<file path="config.mk">
export PLATFORM = sky130hd
export DESIGN_NAME = pdl_top
export DESIGN_NICKNAME = d
export VERILOG_FILES = /design/src/hdl/pdl_pkg.sv /design/src/hdl/pdl_delay_cell.sv /design/src/hdl/pdl_top.sv
export VERILOG_INCLUDE_DIRS = /design/src /design/src/hdl
export SDC_FILE = /design/constraint.sdc
export NUM_CORES = 1
export LEC_CHECK = 0
export BUFFER_PORTS_ARGS = -buffer_cell sky130_fd_sc_hd__buf_2
export CORE_MARGIN = 10
export CORE_UTILIZATION = 40
export DETAILED_ROUTE_END_ITERATION = 16
export PLACE_DENSITY = 0.62
export SETUP_SLACK_MARGIN = 0.15
export SYNTH_ARGS = -nofsm -noshare
export SYNTH_HDL_FRONTEND = slang
export SYNTH_SLANG_ARGS = --single-unit
</file>
<file path="constraint.sdc">
create_clock -name mclk_i -period 5 [get_ports mclk_i]
set_input_delay 1 -clock mclk_i [delete_from_list [all_inputs] [get_ports mclk_i]]
set_output_delay 1 -clock mclk_i [all_outputs]
set_load 0.01 [all_outputs]
</file>
<file path="src/hdl/pdl_params.svh">
// pdl_params.svh: constants of the divider and lock detect block
// assumes: included by bare name from the block's package and modules
`ifndef PDL_PARAMS_SVH
`define PDL_PARAMS_SVH

// --------------------------------------------------------------------
// counter widths
// --------------------------------------------------------------------
`define PDL_R_W        14
`define PDL_A_W        6
`define PDL_B_W        13
`define PDL_PRE_W      6
`define PDL_MEAS_W     8

// --------------------------------------------------------------------
// prescaler mode field codes
// --------------------------------------------------------------------
`define PDL_PS_FD1     3'h0
`define PDL_PS_FD2     3'h1
`define PDL_PS_FD3     3'h2
`define PDL_PS_DM2     3'h3
`define PDL_PS_DM4     3'h4
`define PDL_PS_DM8     3'h5
`define PDL_PS_DM16    3'h6
`define PDL_PS_DM32    3'h7

// --------------------------------------------------------------------
// pin multiplexer codes
// --------------------------------------------------------------------
`define PDL_LD_OFF     6'h00
`define PDL_LD_DLD     6'h01
`define PDL_LD_CSRC    6'h04
`define PDL_MUX_DLD    6'h01
`define PDL_MUX_CMP_HI 6'h02
`define PDL_MUX_CMP_LO 6'h03
`define PDL_MUX_DLD_LO 6'h04

// --------------------------------------------------------------------
// lock detector timing
// --------------------------------------------------------------------
`define PDL_CLK_PS     4000
`define PDL_LK_HI_NS   32
`define PDL_LK_LO_NS   16
`define PDL_ABP_NS     4
`define PDL_NS2CYC(n)  (((n) * 1000) / `PDL_CLK_PS)
`define PDL_LKCNT_0    8'h05
`define PDL_LKCNT_1    8'h10
`define PDL_LKCNT_2    8'h40
`define PDL_LKCNT_3    8'hFF
`define PDL_DLY_TAPS   7

`endif

</file>
<file path="src/hdl/pdl_pkg.sv">
// pdl_pkg: types shared by the divider and lock detect block
// assumes: pdl_params.svh sits on the include path
`include "pdl_params.svh"

package pdl_pkg;
  typedef logic [`PDL_R_W-1:0]    pdl_rdiv_t;  // reference terminal value
  typedef logic [`PDL_A_W-1:0]    pdl_adiv_t;  // swallow count
  typedef logic [`PDL_B_W-1:0]    pdl_bdiv_t;  // main count
  typedef logic [`PDL_MEAS_W-1:0] pdl_meas_t;  // edge distance in cycles
  // phase measure states
  typedef enum logic [1:0]
  {
    PDL_ST_IDLE,
    PDL_ST_WAIT_FB,
    PDL_ST_WAIT_REF
  } pdl_meas_st_t;
endpackage

</file>
<file path="src/hdl/pdl_delay_cell.sv">
// pdl_delay_cell: programmable delay for one phase detector input pulse
// assumes: one-cycle input pulses on mclk_i, code stable while in use
`include "pdl_params.svh"

module pdl_delay_cell
(
  // clock and reset
  input  wire logic       mclk_i,
  input  wire logic       sys_rst_i,
  // control
  input  wire logic       en_i,
  input  wire logic [2:0] code_i,
  // pulse path
  input  wire logic       tick_i,
  output logic            tick_o
);
  import pdl_pkg::*;

  logic [`PDL_DLY_TAPS-1:0] tap_r;  // delay line taps

  // --------------------------------------------------------------------
  // tap line
  // --------------------------------------------------------------------
  // shift the pulse one tap per cycle
  always_ff @(posedge mclk_i or posedge sys_rst_i)
  begin
    if (sys_rst_i)
      tap_r <= '0;
    else
      tap_r <= {tap_r[`PDL_DLY_TAPS-2:0], tick_i};
  end

  // pick the undelayed pulse or the coded tap
  always_comb
  begin
    if (!en_i || code_i == 3'h0)
      tick_o = tick_i;
    else
      tick_o = tap_r[code_i - 3'h1];
  end
endmodule

</file>
<file path="src/hdl/pdl_top.sv">
// pdl_top: reference divider, feedback divider and digital lock detect
// assumes: ref and vco clocks arrive as slow pins sampled on mclk_i,
// configuration ports are static levels from the control logic
`include "pdl_params.svh"

// Notes on behaviour
// - reference divider is fourteen bits, full range
// - reference value zero divides like one
// - divider outputs feed the two detector inputs
// - shared reset or sync clears reference divider
// - feedback ratio is modulus times main plus swallow
// - prescaler fixed one/two/three or dual modulus
// - fixed mode ignores the swallow count
// - main bypass gives one, fixed mode only
// - swallow zero means no extra cycles
// - shared reset or sync clears swallow and main
// - gated sync pin resets all divider counters, default off
// - each divider path has enabled three-bit delay
// - lock below lock window, loss above unlock
// - windows follow range and pulse width only
// - lock after programmed run of good cycles
// - lock holds until one cycle exceeds unlock
// - lock appears on lock, status, monitor pins
// - current source mode follows lock on pin
// - comparator result selectable either polarity
// - two-bit pulse width also shifts windows
module pdl_top
(
  // clock and reset
  input  wire logic               mclk_i,
  input  wire logic               sys_rst_i,
  // clock and comparator pins
  input  wire logic               ref_clk_i,
  input  wire logic               vco_clk_i,
  input  wire logic               sync_n_i,
  input  wire logic               ld_cmp_i,
  // divider configuration
  input  wire pdl_pkg::pdl_rdiv_t r_div_i,
  input  wire pdl_pkg::pdl_adiv_t a_div_i,
  input  wire pdl_pkg::pdl_bdiv_t b_div_i,
  input  wire logic [2:0]         ps_mode_i,
  input  wire logic               b_bypass_i,
  input  wire logic               cnt_rst_i,
  input  wire logic [1:0]         sync_ctl_i,
  // delay cells
  input  wire logic               ref_dly_en_i,
  input  wire logic [2:0]         ref_dly_code_i,
  input  wire logic               fb_dly_en_i,
  input  wire logic [2:0]         fb_dly_code_i,
  // lock detect configuration
  input  wire logic               win_range_i,
  input  wire logic [1:0]         abp_sel_i,
  input  wire logic [1:0]         lk_cnt_sel_i,
  // pin multiplexers
  input  wire logic [5:0]         ld_pin_sel_i,
  input  wire logic [5:0]         status_sel_i,
  input  wire logic [4:0]         mon_sel_i,
  // detector inputs
  output logic                    pfd_ref_o,
  output logic                    pfd_fb_o,
  // lock outputs
  output logic                    lock_o,
  output logic                    lock_indicator_pin_o,
  output logic                    ld_src_en_o,
  output logic                    ld_gnd_o,
  output logic                    status_o,
  output logic                    monitor_pin_o
);
  import pdl_pkg::*;

  // --------------------------------------------------------------------
  // functions
  // --------------------------------------------------------------------
  // prescaler base modulus for a mode code
  function automatic logic [`PDL_PRE_W-1:0] pre_mod(input logic [2:0] mode);
    unique case (mode)
      `PDL_PS_FD1:  pre_mod = 6'h01;
      `PDL_PS_FD2:  pre_mod = 6'h02;
      `PDL_PS_FD3:  pre_mod = 6'h03;
      `PDL_PS_DM2:  pre_mod = 6'h02;
      `PDL_PS_DM4:  pre_mod = 6'h04;
      `PDL_PS_DM8:  pre_mod = 6'h08;
      `PDL_PS_DM16: pre_mod = 6'h10;
      `PDL_PS_DM32: pre_mod = 6'h20;
    endcase
  endfunction

  // window in cycles from range bit and pulse width code
  function automatic pdl_meas_t win_cyc(input logic rng, input logic [1:0] abp,
                                        input logic wide);
    pdl_meas_t base;
    base = rng ? 8'(`PDL_NS2CYC(`PDL_LK_LO_NS)) : 8'(`PDL_NS2CYC(`PDL_LK_HI_NS));
    base = base + 8'({6'h00, abp} * 8'(`PDL_NS2CYC(`PDL_ABP_NS)));
    win_cyc = wide ? 8'(base << 1) : base;
  endfunction

  // status and monitor pin multiplexer
  function automatic logic pin_mux(input logic [5:0] code, input logic lk,
                                   input logic cmp);
    unique case (code)
      `PDL_MUX_DLD:    pin_mux = lk;
      `PDL_MUX_CMP_HI: pin_mux = cmp;
      `PDL_MUX_CMP_LO: pin_mux = ~cmp;
      `PDL_MUX_DLD_LO: pin_mux = ~lk;
      default:         pin_mux = 1'b0;
    endcase
  endfunction

  // --------------------------------------------------------------------
  // pin synchronisers
  // --------------------------------------------------------------------
  logic [3:0] pin_raw;     // ref, vco, sync, comparator
  logic [3:0] meta_r;      // first stage
  logic [3:0] sync_r;      // second stage
  logic [3:0] prev_r;      // for edge detect
  logic       ref_edge;    // ref rising edge
  logic       vco_edge;    // vco rising edge
  logic       sync_clr;    // gated sync pin reset
  logic       cnt_clr;     // counter clear

  assign pin_raw = {ld_cmp_i, sync_n_i, vco_clk_i, ref_clk_i};

  // two flops, then a history flop for edges
  always_ff @(posedge mclk_i or posedge sys_rst_i)
  begin
    if (sys_rst_i)
    begin
      meta_r <= 4'h4;
      sync_r <= 4'h4;
      prev_r <= 4'h4;
    end
    else
    begin
      meta_r <= pin_raw;
      sync_r <= meta_r;
      prev_r <= sync_r;
    end
  end

  assign ref_edge = sync_r[0] & ~prev_r[0];
  assign vco_edge = sync_r[1] & ~prev_r[1];
  // sync pin acts only when its control field is non-zero
  assign sync_clr = (sync_ctl_i != 2'h0) & ~sync_r[2];
  assign cnt_clr  = cnt_rst_i | sync_clr;

  // --------------------------------------------------------------------
  // reference divider
  // --------------------------------------------------------------------
  pdl_rdiv_t ref_cnt_r;   // reference edge count
  pdl_rdiv_t r_term;      // terminal count
  logic      ref_tick;    // divided reference pulse

  // zero and one both give terminal zero
  assign r_term   = (r_div_i == '0) ? '0 : r_div_i - 14'h0001;
  assign ref_tick = ref_edge & (ref_cnt_r >= r_term) & ~cnt_clr;

  // fourteen-bit counter over reference edges
  always_ff @(posedge mclk_i or posedge sys_rst_i)
  begin
    if (sys_rst_i)
      ref_cnt_r <= '0;
    else if (cnt_clr)
      ref_cnt_r <= '0;
    else if (ref_edge)
    begin
      if (ref_cnt_r >= r_term)
        ref_cnt_r <= '0;
      else
        ref_cnt_r <= ref_cnt_r + 14'h0001;
    end
  end

  // --------------------------------------------------------------------
  // feedback divider
  // --------------------------------------------------------------------
  logic                  fixed_divide_mode;  // prescaler in fixed mode
  logic                  swallow;            // this cycle uses modulus plus one
  logic [`PDL_PRE_W-1:0] pre_cnt_r;          // prescaler count
  logic [`PDL_PRE_W-1:0] pre_term;           // prescaler terminal
  pdl_adiv_t             a_cnt_r;            // swallow count so far
  pdl_bdiv_t             b_cnt_r;            // main count so far
  pdl_bdiv_t             b_term;             // main terminal
  logic                  pre_tick;           // prescaler output pulse
  logic                  fb_tick;            // divided feedback pulse

  assign fixed_divide_mode = (ps_mode_i <= `PDL_PS_FD3);
  // swallow count is ignored in fixed mode, zero adds nothing
  assign swallow  = ~fixed_divide_mode & (a_cnt_r < a_div_i);
  assign pre_term = pre_mod(ps_mode_i) + {5'h00, swallow} - 6'h01;
  assign pre_tick = vco_edge & (pre_cnt_r >= pre_term) & ~cnt_clr;
  // bypass gives a main count of one, only in fixed mode
  assign b_term   = (fixed_divide_mode & b_bypass_i) || (b_div_i == '0) ? '0
                    : b_div_i - 13'h0001;
  assign fb_tick  = pre_tick & (b_cnt_r >= b_term);

  // prescaler counts vco edges
  always_ff @(posedge mclk_i or posedge sys_rst_i)
  begin
    if (sys_rst_i)
      pre_cnt_r <= '0;
    else if (cnt_clr)
      pre_cnt_r <= '0;
    else if (vco_edge)
      pre_cnt_r <= pre_tick ? '0 : pre_cnt_r + 6'h01;
  end

  // swallow counter runs during the first prescaler cycles
  always_ff @(posedge mclk_i or posedge sys_rst_i)
  begin
    if (sys_rst_i)
      a_cnt_r <= '0;
    else if (cnt_clr || fb_tick)
      a_cnt_r <= '0;
    else if (pre_tick && swallow)
      a_cnt_r <= a_cnt_r + 6'h01;
  end

  // main counter counts prescaler pulses
  always_ff @(posedge mclk_i or posedge sys_rst_i)
  begin
    if (sys_rst_i)
      b_cnt_r <= '0;
    else if (cnt_clr || fb_tick)
      b_cnt_r <= '0;
    else if (pre_tick)
      b_cnt_r <= b_cnt_r + 13'h0001;
  end

  // --------------------------------------------------------------------
  // delay cells toward the detector
  // --------------------------------------------------------------------
  logic [1:0] dly_in;     // ref, feedback pulses
  logic [1:0] dly_out;    // delayed pulses
  logic [1:0] dly_en;     // per path enable
  logic [5:0] dly_code;   // per path code

  assign dly_in   = {fb_tick, ref_tick};
  assign dly_en   = {fb_dly_en_i, ref_dly_en_i};
  assign dly_code = {fb_dly_code_i, ref_dly_code_i};

  // one cell per divider path
  for (genvar gi = 0; gi < 2; gi++)
  begin : g_dly
    pdl_delay_cell u_cell
    (
      .mclk_i    (mclk_i),
      .sys_rst_i (sys_rst_i),
      .en_i      (dly_en[gi]),
      .code_i    (dly_code[gi*3 +: 3]),
      .tick_i    (dly_in[gi]),
      .tick_o    (dly_out[gi])
    );
  end

  assign pfd_ref_o = dly_out[0];
  assign pfd_fb_o  = dly_out[1];

  // --------------------------------------------------------------------
  // edge distance measure
  // --------------------------------------------------------------------
  pdl_meas_st_t meas_st_r;   // which edge is awaited
  pdl_meas_t    meas_cnt_r;  // cycles since first edge
  pdl_meas_t    lock_thr;    // lock window
  pdl_meas_t    unlock_thr;  // unlock window
  pdl_meas_t    meas_diff;   // measured distance
  logic         meas_done;   // a pair was compared
  logic         meas_late;   // second edge overdue

  assign lock_thr   = win_cyc(win_range_i, abp_sel_i, 1'b0);
  assign unlock_thr = win_cyc(win_range_i, abp_sel_i, 1'b1);
  assign meas_diff  = (meas_st_r == PDL_ST_IDLE) ? '0 : meas_cnt_r + 8'h01;

  // pair the edges of the two detector inputs
  always_comb
  begin
    meas_done = 1'b0;
    meas_late = 1'b0;
    unique case (meas_st_r)
      PDL_ST_IDLE:     meas_done = pfd_ref_o & pfd_fb_o;
      PDL_ST_WAIT_FB:  meas_done = pfd_fb_o;
      PDL_ST_WAIT_REF: meas_done = pfd_ref_o;
    endcase
    if (meas_st_r != PDL_ST_IDLE && !meas_done && meas_diff > unlock_thr)
      meas_late = 1'b1;
  end

  // state of the pairing
  always_ff @(posedge mclk_i or posedge sys_rst_i)
  begin
    if (sys_rst_i)
      meas_st_r <= PDL_ST_IDLE;
    else if (meas_done || meas_late)
      meas_st_r <= PDL_ST_IDLE;
    else if (meas_st_r == PDL_ST_IDLE && pfd_ref_o)
      meas_st_r <= PDL_ST_WAIT_FB;
    else if (meas_st_r == PDL_ST_IDLE && pfd_fb_o)
      meas_st_r <= PDL_ST_WAIT_REF;
  end

  // distance counter, saturating
  always_ff @(posedge mclk_i or posedge sys_rst_i)
  begin
    if (sys_rst_i)
      meas_cnt_r <= '0;
    else if (meas_st_r == PDL_ST_IDLE)
      meas_cnt_r <= '0;
    else if (meas_cnt_r != 8'hFF)
      meas_cnt_r <= meas_cnt_r + 8'h01;
  end

  // --------------------------------------------------------------------
  // lock decision
  // --------------------------------------------------------------------
  pdl_meas_t good_cnt_r;  // consecutive good cycles
  pdl_meas_t lk_need;     // good cycles needed
  logic      in_lock;     // this pair inside lock window
  logic      lk_fail;     // this pair beyond unlock window
  logic      hit_lock;    // run complete
  logic      dld_r;       // digital_lock_detect state

  assign in_lock  = meas_done & (meas_diff < lock_thr);
  assign lk_fail  = (meas_done & (meas_diff > unlock_thr)) | meas_late;
  assign hit_lock = in_lock & ((good_cnt_r + 8'h01) >= lk_need);

  // consecutive cycles required
  always_comb
  begin
    unique case (lk_cnt_sel_i)
      2'h0: lk_need = `PDL_LKCNT_0;
      2'h1: lk_need = `PDL_LKCNT_1;
      2'h2: lk_need = `PDL_LKCNT_2;
      2'h3: lk_need = `PDL_LKCNT_3;
    endcase
  end

  // run counter of good cycles
  always_ff @(posedge mclk_i or posedge sys_rst_i)
  begin
    if (sys_rst_i)
      good_cnt_r <= '0;
    else if (lk_fail || (meas_done && !in_lock))
      good_cnt_r <= '0;
    else if (in_lock && good_cnt_r != 8'hFF)
      good_cnt_r <= good_cnt_r + 8'h01;
  end

  // lock set after the run, cleared by one bad cycle
  always_ff @(posedge mclk_i or posedge sys_rst_i)
  begin
    if (sys_rst_i)
      dld_r <= 1'b0;
    else if (lk_fail)
      dld_r <= 1'b0;
    else if (hit_lock)
      dld_r <= 1'b1;
  end

  assign lock_o = dld_r;

  // --------------------------------------------------------------------
  // output pin multiplexers
  // --------------------------------------------------------------------
  logic ld_cmp;  // synchronised pin comparator

  assign ld_cmp = sync_r[3];

  // registered pin levels
  always_ff @(posedge mclk_i or posedge sys_rst_i)
  begin
    if (sys_rst_i)
    begin
      lock_indicator_pin_o <= 1'b0;
      ld_src_en_o          <= 1'b0;
      ld_gnd_o             <= 1'b1;
      status_o             <= 1'b0;
      monitor_pin_o        <= 1'b0;
    end
    else
    begin
      lock_indicator_pin_o <= ((ld_pin_sel_i == `PDL_LD_DLD)
                              || (ld_pin_sel_i == `PDL_LD_CSRC)) & dld_r;
      ld_src_en_o          <= (ld_pin_sel_i == `PDL_LD_CSRC) & dld_r;
      ld_gnd_o             <= ~((ld_pin_sel_i == `PDL_LD_CSRC) & dld_r);
      status_o             <= pin_mux(status_sel_i, dld_r, ld_cmp);
      monitor_pin_o        <= pin_mux({1'b0, mon_sel_i}, dld_r, ld_cmp);
    end
  end

  // --------------------------------------------------------------------
  // checks
  // --------------------------------------------------------------------
  a_ref_clear: assert property (@(posedge mclk_i) disable iff (sys_rst_i)
    cnt_clr |=> (ref_cnt_r == '0))
    else $error("reference divider not cleared");

  a_rdiv_unity: assert property (@(posedge mclk_i) disable iff (sys_rst_i)
    (ref_edge && r_div_i <= 14'h0001 && !cnt_clr) |-> ref_tick)
    else $error("reference zero or one not dividing by one");

  a_fb_clear: assert property (@(posedge mclk_i) disable iff (sys_rst_i)
    cnt_clr |=> (a_cnt_r == '0 && b_cnt_r == '0 && pre_cnt_r == '0))
    else $error("feedback counters not cleared");

  a_sync_gate: assert property (@(posedge mclk_i) disable iff (sys_rst_i)
    (sync_ctl_i == 2'h0 && !cnt_rst_i && ref_edge && ref_cnt_r < r_term)
      |=> (ref_cnt_r == $past(ref_cnt_r) + 14'h0001))
    else $error("sync pin acted while disabled");

  a_fixed_noswal: assert property (@(posedge mclk_i) disable iff (sys_rst_i)
    fixed_divide_mode |-> (pre_term == pre_mod(ps_mode_i) - 6'h01))
    else $error("swallow used in fixed mode");

  a_main_term: assert property (@(posedge mclk_i) disable iff (sys_rst_i)
    fb_tick |=> (b_cnt_r == '0 && a_cnt_r == '0))
    else $error("feedback cycle did not restart");

  a_lock_run: assert property (@(posedge mclk_i) disable iff (sys_rst_i)
    $rose(dld_r) |-> ($past(in_lock) && ($past(good_cnt_r) + 8'h01 >= $past(lk_need))))
    else $error("lock without full good run");

  a_unlock_one: assert property (@(posedge mclk_i) disable iff (sys_rst_i)
    (dld_r && meas_done && meas_diff > unlock_thr) |=> !dld_r)
    else $error("lock kept after bad cycle");

  a_lock_hold: assert property (@(posedge mclk_i) disable iff (sys_rst_i)
    (dld_r && !lk_fail) |=> dld_r)
    else $error("lock dropped without bad cycle");

  a_csrc_pin: assert property (@(posedge mclk_i) disable iff (sys_rst_i)
    (ld_pin_sel_i == `PDL_LD_CSRC) ##1 (ld_pin_sel_i == `PDL_LD_CSRC)
      |-> (ld_src_en_o == $past(dld_r) && ld_gnd_o == !$past(dld_r)))
    else $error("current source pin not following lock");
endmodule

</file>
==> flow_metrics.tcl <==
set metrics [dict create \
    fmax_mhz 201 \
    cts_buffer_depth 2 \
    syn_avg_cell_area_um2 8.99 \
    final_area_um2 7620 \
    min_path_cells 0 \
    status "complete, no violations" \
    max_slew_margin 0.377 \
    worstSetupStartpointType "primary input" \
    grt_pass1_wl_um 25200 \
    area_delta_synth_final_pct 21.0 \
    finalCriticalPeriod_ns 4.98 \
    die_y_um 146 \
    mostFrequentLayoutCell "dfrtp_1" \
    ys_warn_count 0 \
    netlist_area_um2 6300 \
    clk_pin_slew_worst_paths_ns 0.06 \
    drc 0 \
    internal-power_mw 1.30 \
    n_antenna_cell 0 \
    cp.required_ns 4.00 \
    powerDensity_nw_per_um2 226 \
    globalplace.congestion 0.839 \
    peakVddDrop_mv 0.153 \
    rows 45 \
    dieArea_um2 21200 \
    syn_inst 701 \
    via_count 5466 \
    r2r_slack_ns 0.61 \
    cts.sinks 87 \
    whs_ns 0.350 \
    synth_top_flop_cell "dfrtp_1" \
    synth_edf_count 0 \
    dpl.cell_count 997 \
    finalWirelength_um 14800 \
    ff2ff_path_depth 22 \
    grt_antenna_before_repair 0 \
    avgRoutedWirePerCell_um 14.4 \
    cts_buffers 9 \
    final_cell_mix "dfrtp_1 (84), buf_2 (80), ha_1 (70)" \
    drv_cap 0 \
    crit_fanout 8 \
    seqPwrFrac 0.423 \
    viasPerCell 5.34 \
    hold_buffers 0 \
    synth-seq-area-share 0.346 \
    start_util 0.412 \
    setup_ws_ns 0.0194 \
    synth_area_leaders "dfrtp_1 (33%), ha_1 (15%), xor2_1 (4.7%)" \
    grt_max_degree 55 \
    netlist-cell-type-count 65 \
    synth_fp_nets 853 \
    final_cells 1023 \
    placed_area_um2 7050 \
    io_pins 84 \
    clkPwrFrac 0.426 \
    first_pass_iters 5 \
    p_sw_uw 424 \
    dp_slack_ns -0.202 \
    tritoncts "yes" \
    fillCellCount 1417 \
    clock_latency_ns 0.34 \
    ctsHtreeMaxLevel 3 \
    synth-async-reset-ratio 1.00 \
    synth_top_area_frac 0.334 \
    yosys.area.top_type "dfrtp_1" \
    clockRootBuffer "clkbuf_16" \
    switching_share 0.246 \
    grt_overflow 0 \
    synth_seq_cells 87 \
    ant_nets 0 \
    first_iter_violations 362 \
    fin_crit_sh 0.996 \
    final-hold-violation-count 0 \
    dp_hpwl_um 11500 \
    comb_power_share 0.151 \
    finalSetupViolations 0 \
    portBuffers 83 \
    fin_skew_ns 0.00793 \
    critPathArrivalTime_ns 3.98 \
    grt_pass1_vias 5531 \
    grt_setup_unrepaired "yes" \
    criticalPathCategory "in -> out" \
    worst_hold_path_type "reg -> reg" \
    die_w_um 146 \
    p_leak_nw 3.61 \
    worstSetupEndpointType "primary output" \
    power_mw 1.72 \
    slew_viol_final 0 \
    drive_above_1_share 0.212 \
    fin_nets 959 \
    fp.coreArea_um2 15300 \
    worst_pin_slew_ns 0.933 \
    grt_usage 0.138 \
]
==> final timing paths <==
path / endpoint / start
worst min-delay path: sync_r[3] / meta_r[3]
worst min register to register: sync_r[3] / meta_r[3]
min in group asynchronous: meta_r[3] / sys_rst_i
worst max-delay path: pfd_fb_o / b_div_i[5]
worst max register to register: good_cnt_r[2] / a_cnt_r[1]
max in group asynchronous: a_cnt_r[2] / sys_rst_i
==> routing by layer <==
metal	up-vias	track usage	share of wire
met3	21	0.0332	0.047
met5	-	0	0
met4	0	0.0506	0.017
met1	2583	0.169	0.46
met2	133	0.232	0.47
li1	2729	-	-
==> cell usage after synthesis, types with 7 or more instances <==
master	n
a31oi_1	7
inv_1	48
nand2_1	65
nor2_1	64
nand2b_1	11
xor2_1	34
dfrtp_1	84
ha_1	76
and3_1	13
nand4_1	23
clkbuf_1	11
a21oi_1	35
o211ai_1	9
o21ai_0	33
nor3_1	15
nor4_1	9
xnor2_1	20
and2_1	8
or3_1	10
nand3_1	22
a21o_1	11
==> final cells by class <==
| type | instances | area [µm²] | share of cell area |
|---|---|---|---|
| Clock inverter | 5 | 80.1 | 0.0105 |
| Clock buffer | 11 | 253 | 0.0332 |
| Inverter | 48 | 184 | 0.0241 |
| Timing Repair Buffer | 108 | 638 | 0.0837 |
| Tap cell | 211 | 264 | 0.0346 |
| Sequential cell | 87 | 2180 | 0.286 |
| Multi-Input combinational cell | 553 | 4020 | 0.528 |
==> what timing repair did <==
action,CTS,global route
gates resized for setup,26,12
setup buffers,9,1
endpoints found under the setup margin,1,16
pin swaps,21,14
==> cells by family (layout without fill, tap and decap cells) <==
group / after synthesis / after routing / synth area share
AO/OA/AOI/OAI: 147 / 147 / 0.160
XOR/XNOR: 54 / 54 / 0.0750
adder cells (fa/ha/maj): 76 / 76 / 0.151
buffers and inverters: 61 / 172 / 0.0377
flip-flops: 87 / 87 / 0.346
multiplexers: 10 / 10 / 0.0206
AND/OR/NAND/NOR: 266 / 266 / 0.210
==> critical path, stage by stage <==
cell     delay [ns]
buf_6          0.09
or4_4          0.55
nor2_4         0.14
nand2_2        0.06
or3_1          0.40
o21a_2         0.28
buf_4          0.16
nand2_2        0.07
ha_4           0.21
a21oi_2        0.14
o21ai_0        0.14
a21oi_2        0.21
o31a_1         0.25
o22ai_2        0.12
buf_2          0.16
==> power by group through the flow <==
stage	logic, mW	clock network [mW]	registers (mW)
finish	0.261	0.735	0.729
global route	0.299	0.781	0.730
CTS	0.261	0.759	0.728
detailed placement	0.244	0	0.741
global placement	0.235	0	0.741
floorplan	0.156	0	0.739
==> registers in the layout (all words and copies together), names as in the netlist, 2 cells and up <==
signal,cells
g_dly.u_cell.tap_r,14
ref_cnt_r,14
b_cnt_r,13
good_cnt_r,8
meas_cnt_r,8
a_cnt_r,6
pre_cnt_r,6
meta_r,4
sync_r,4
meas_st_r,2
prev_r,2
==> per-stage QoR <==
stage	util	TNS [ns]
global route	0.498	-0.107
finish	0.498	0
floorplan	-	0
detailed placement	0.460	-0.893
global placement	0.460	-0.326
CTS	0.494	0
Power figures use the tool's default switching activity.
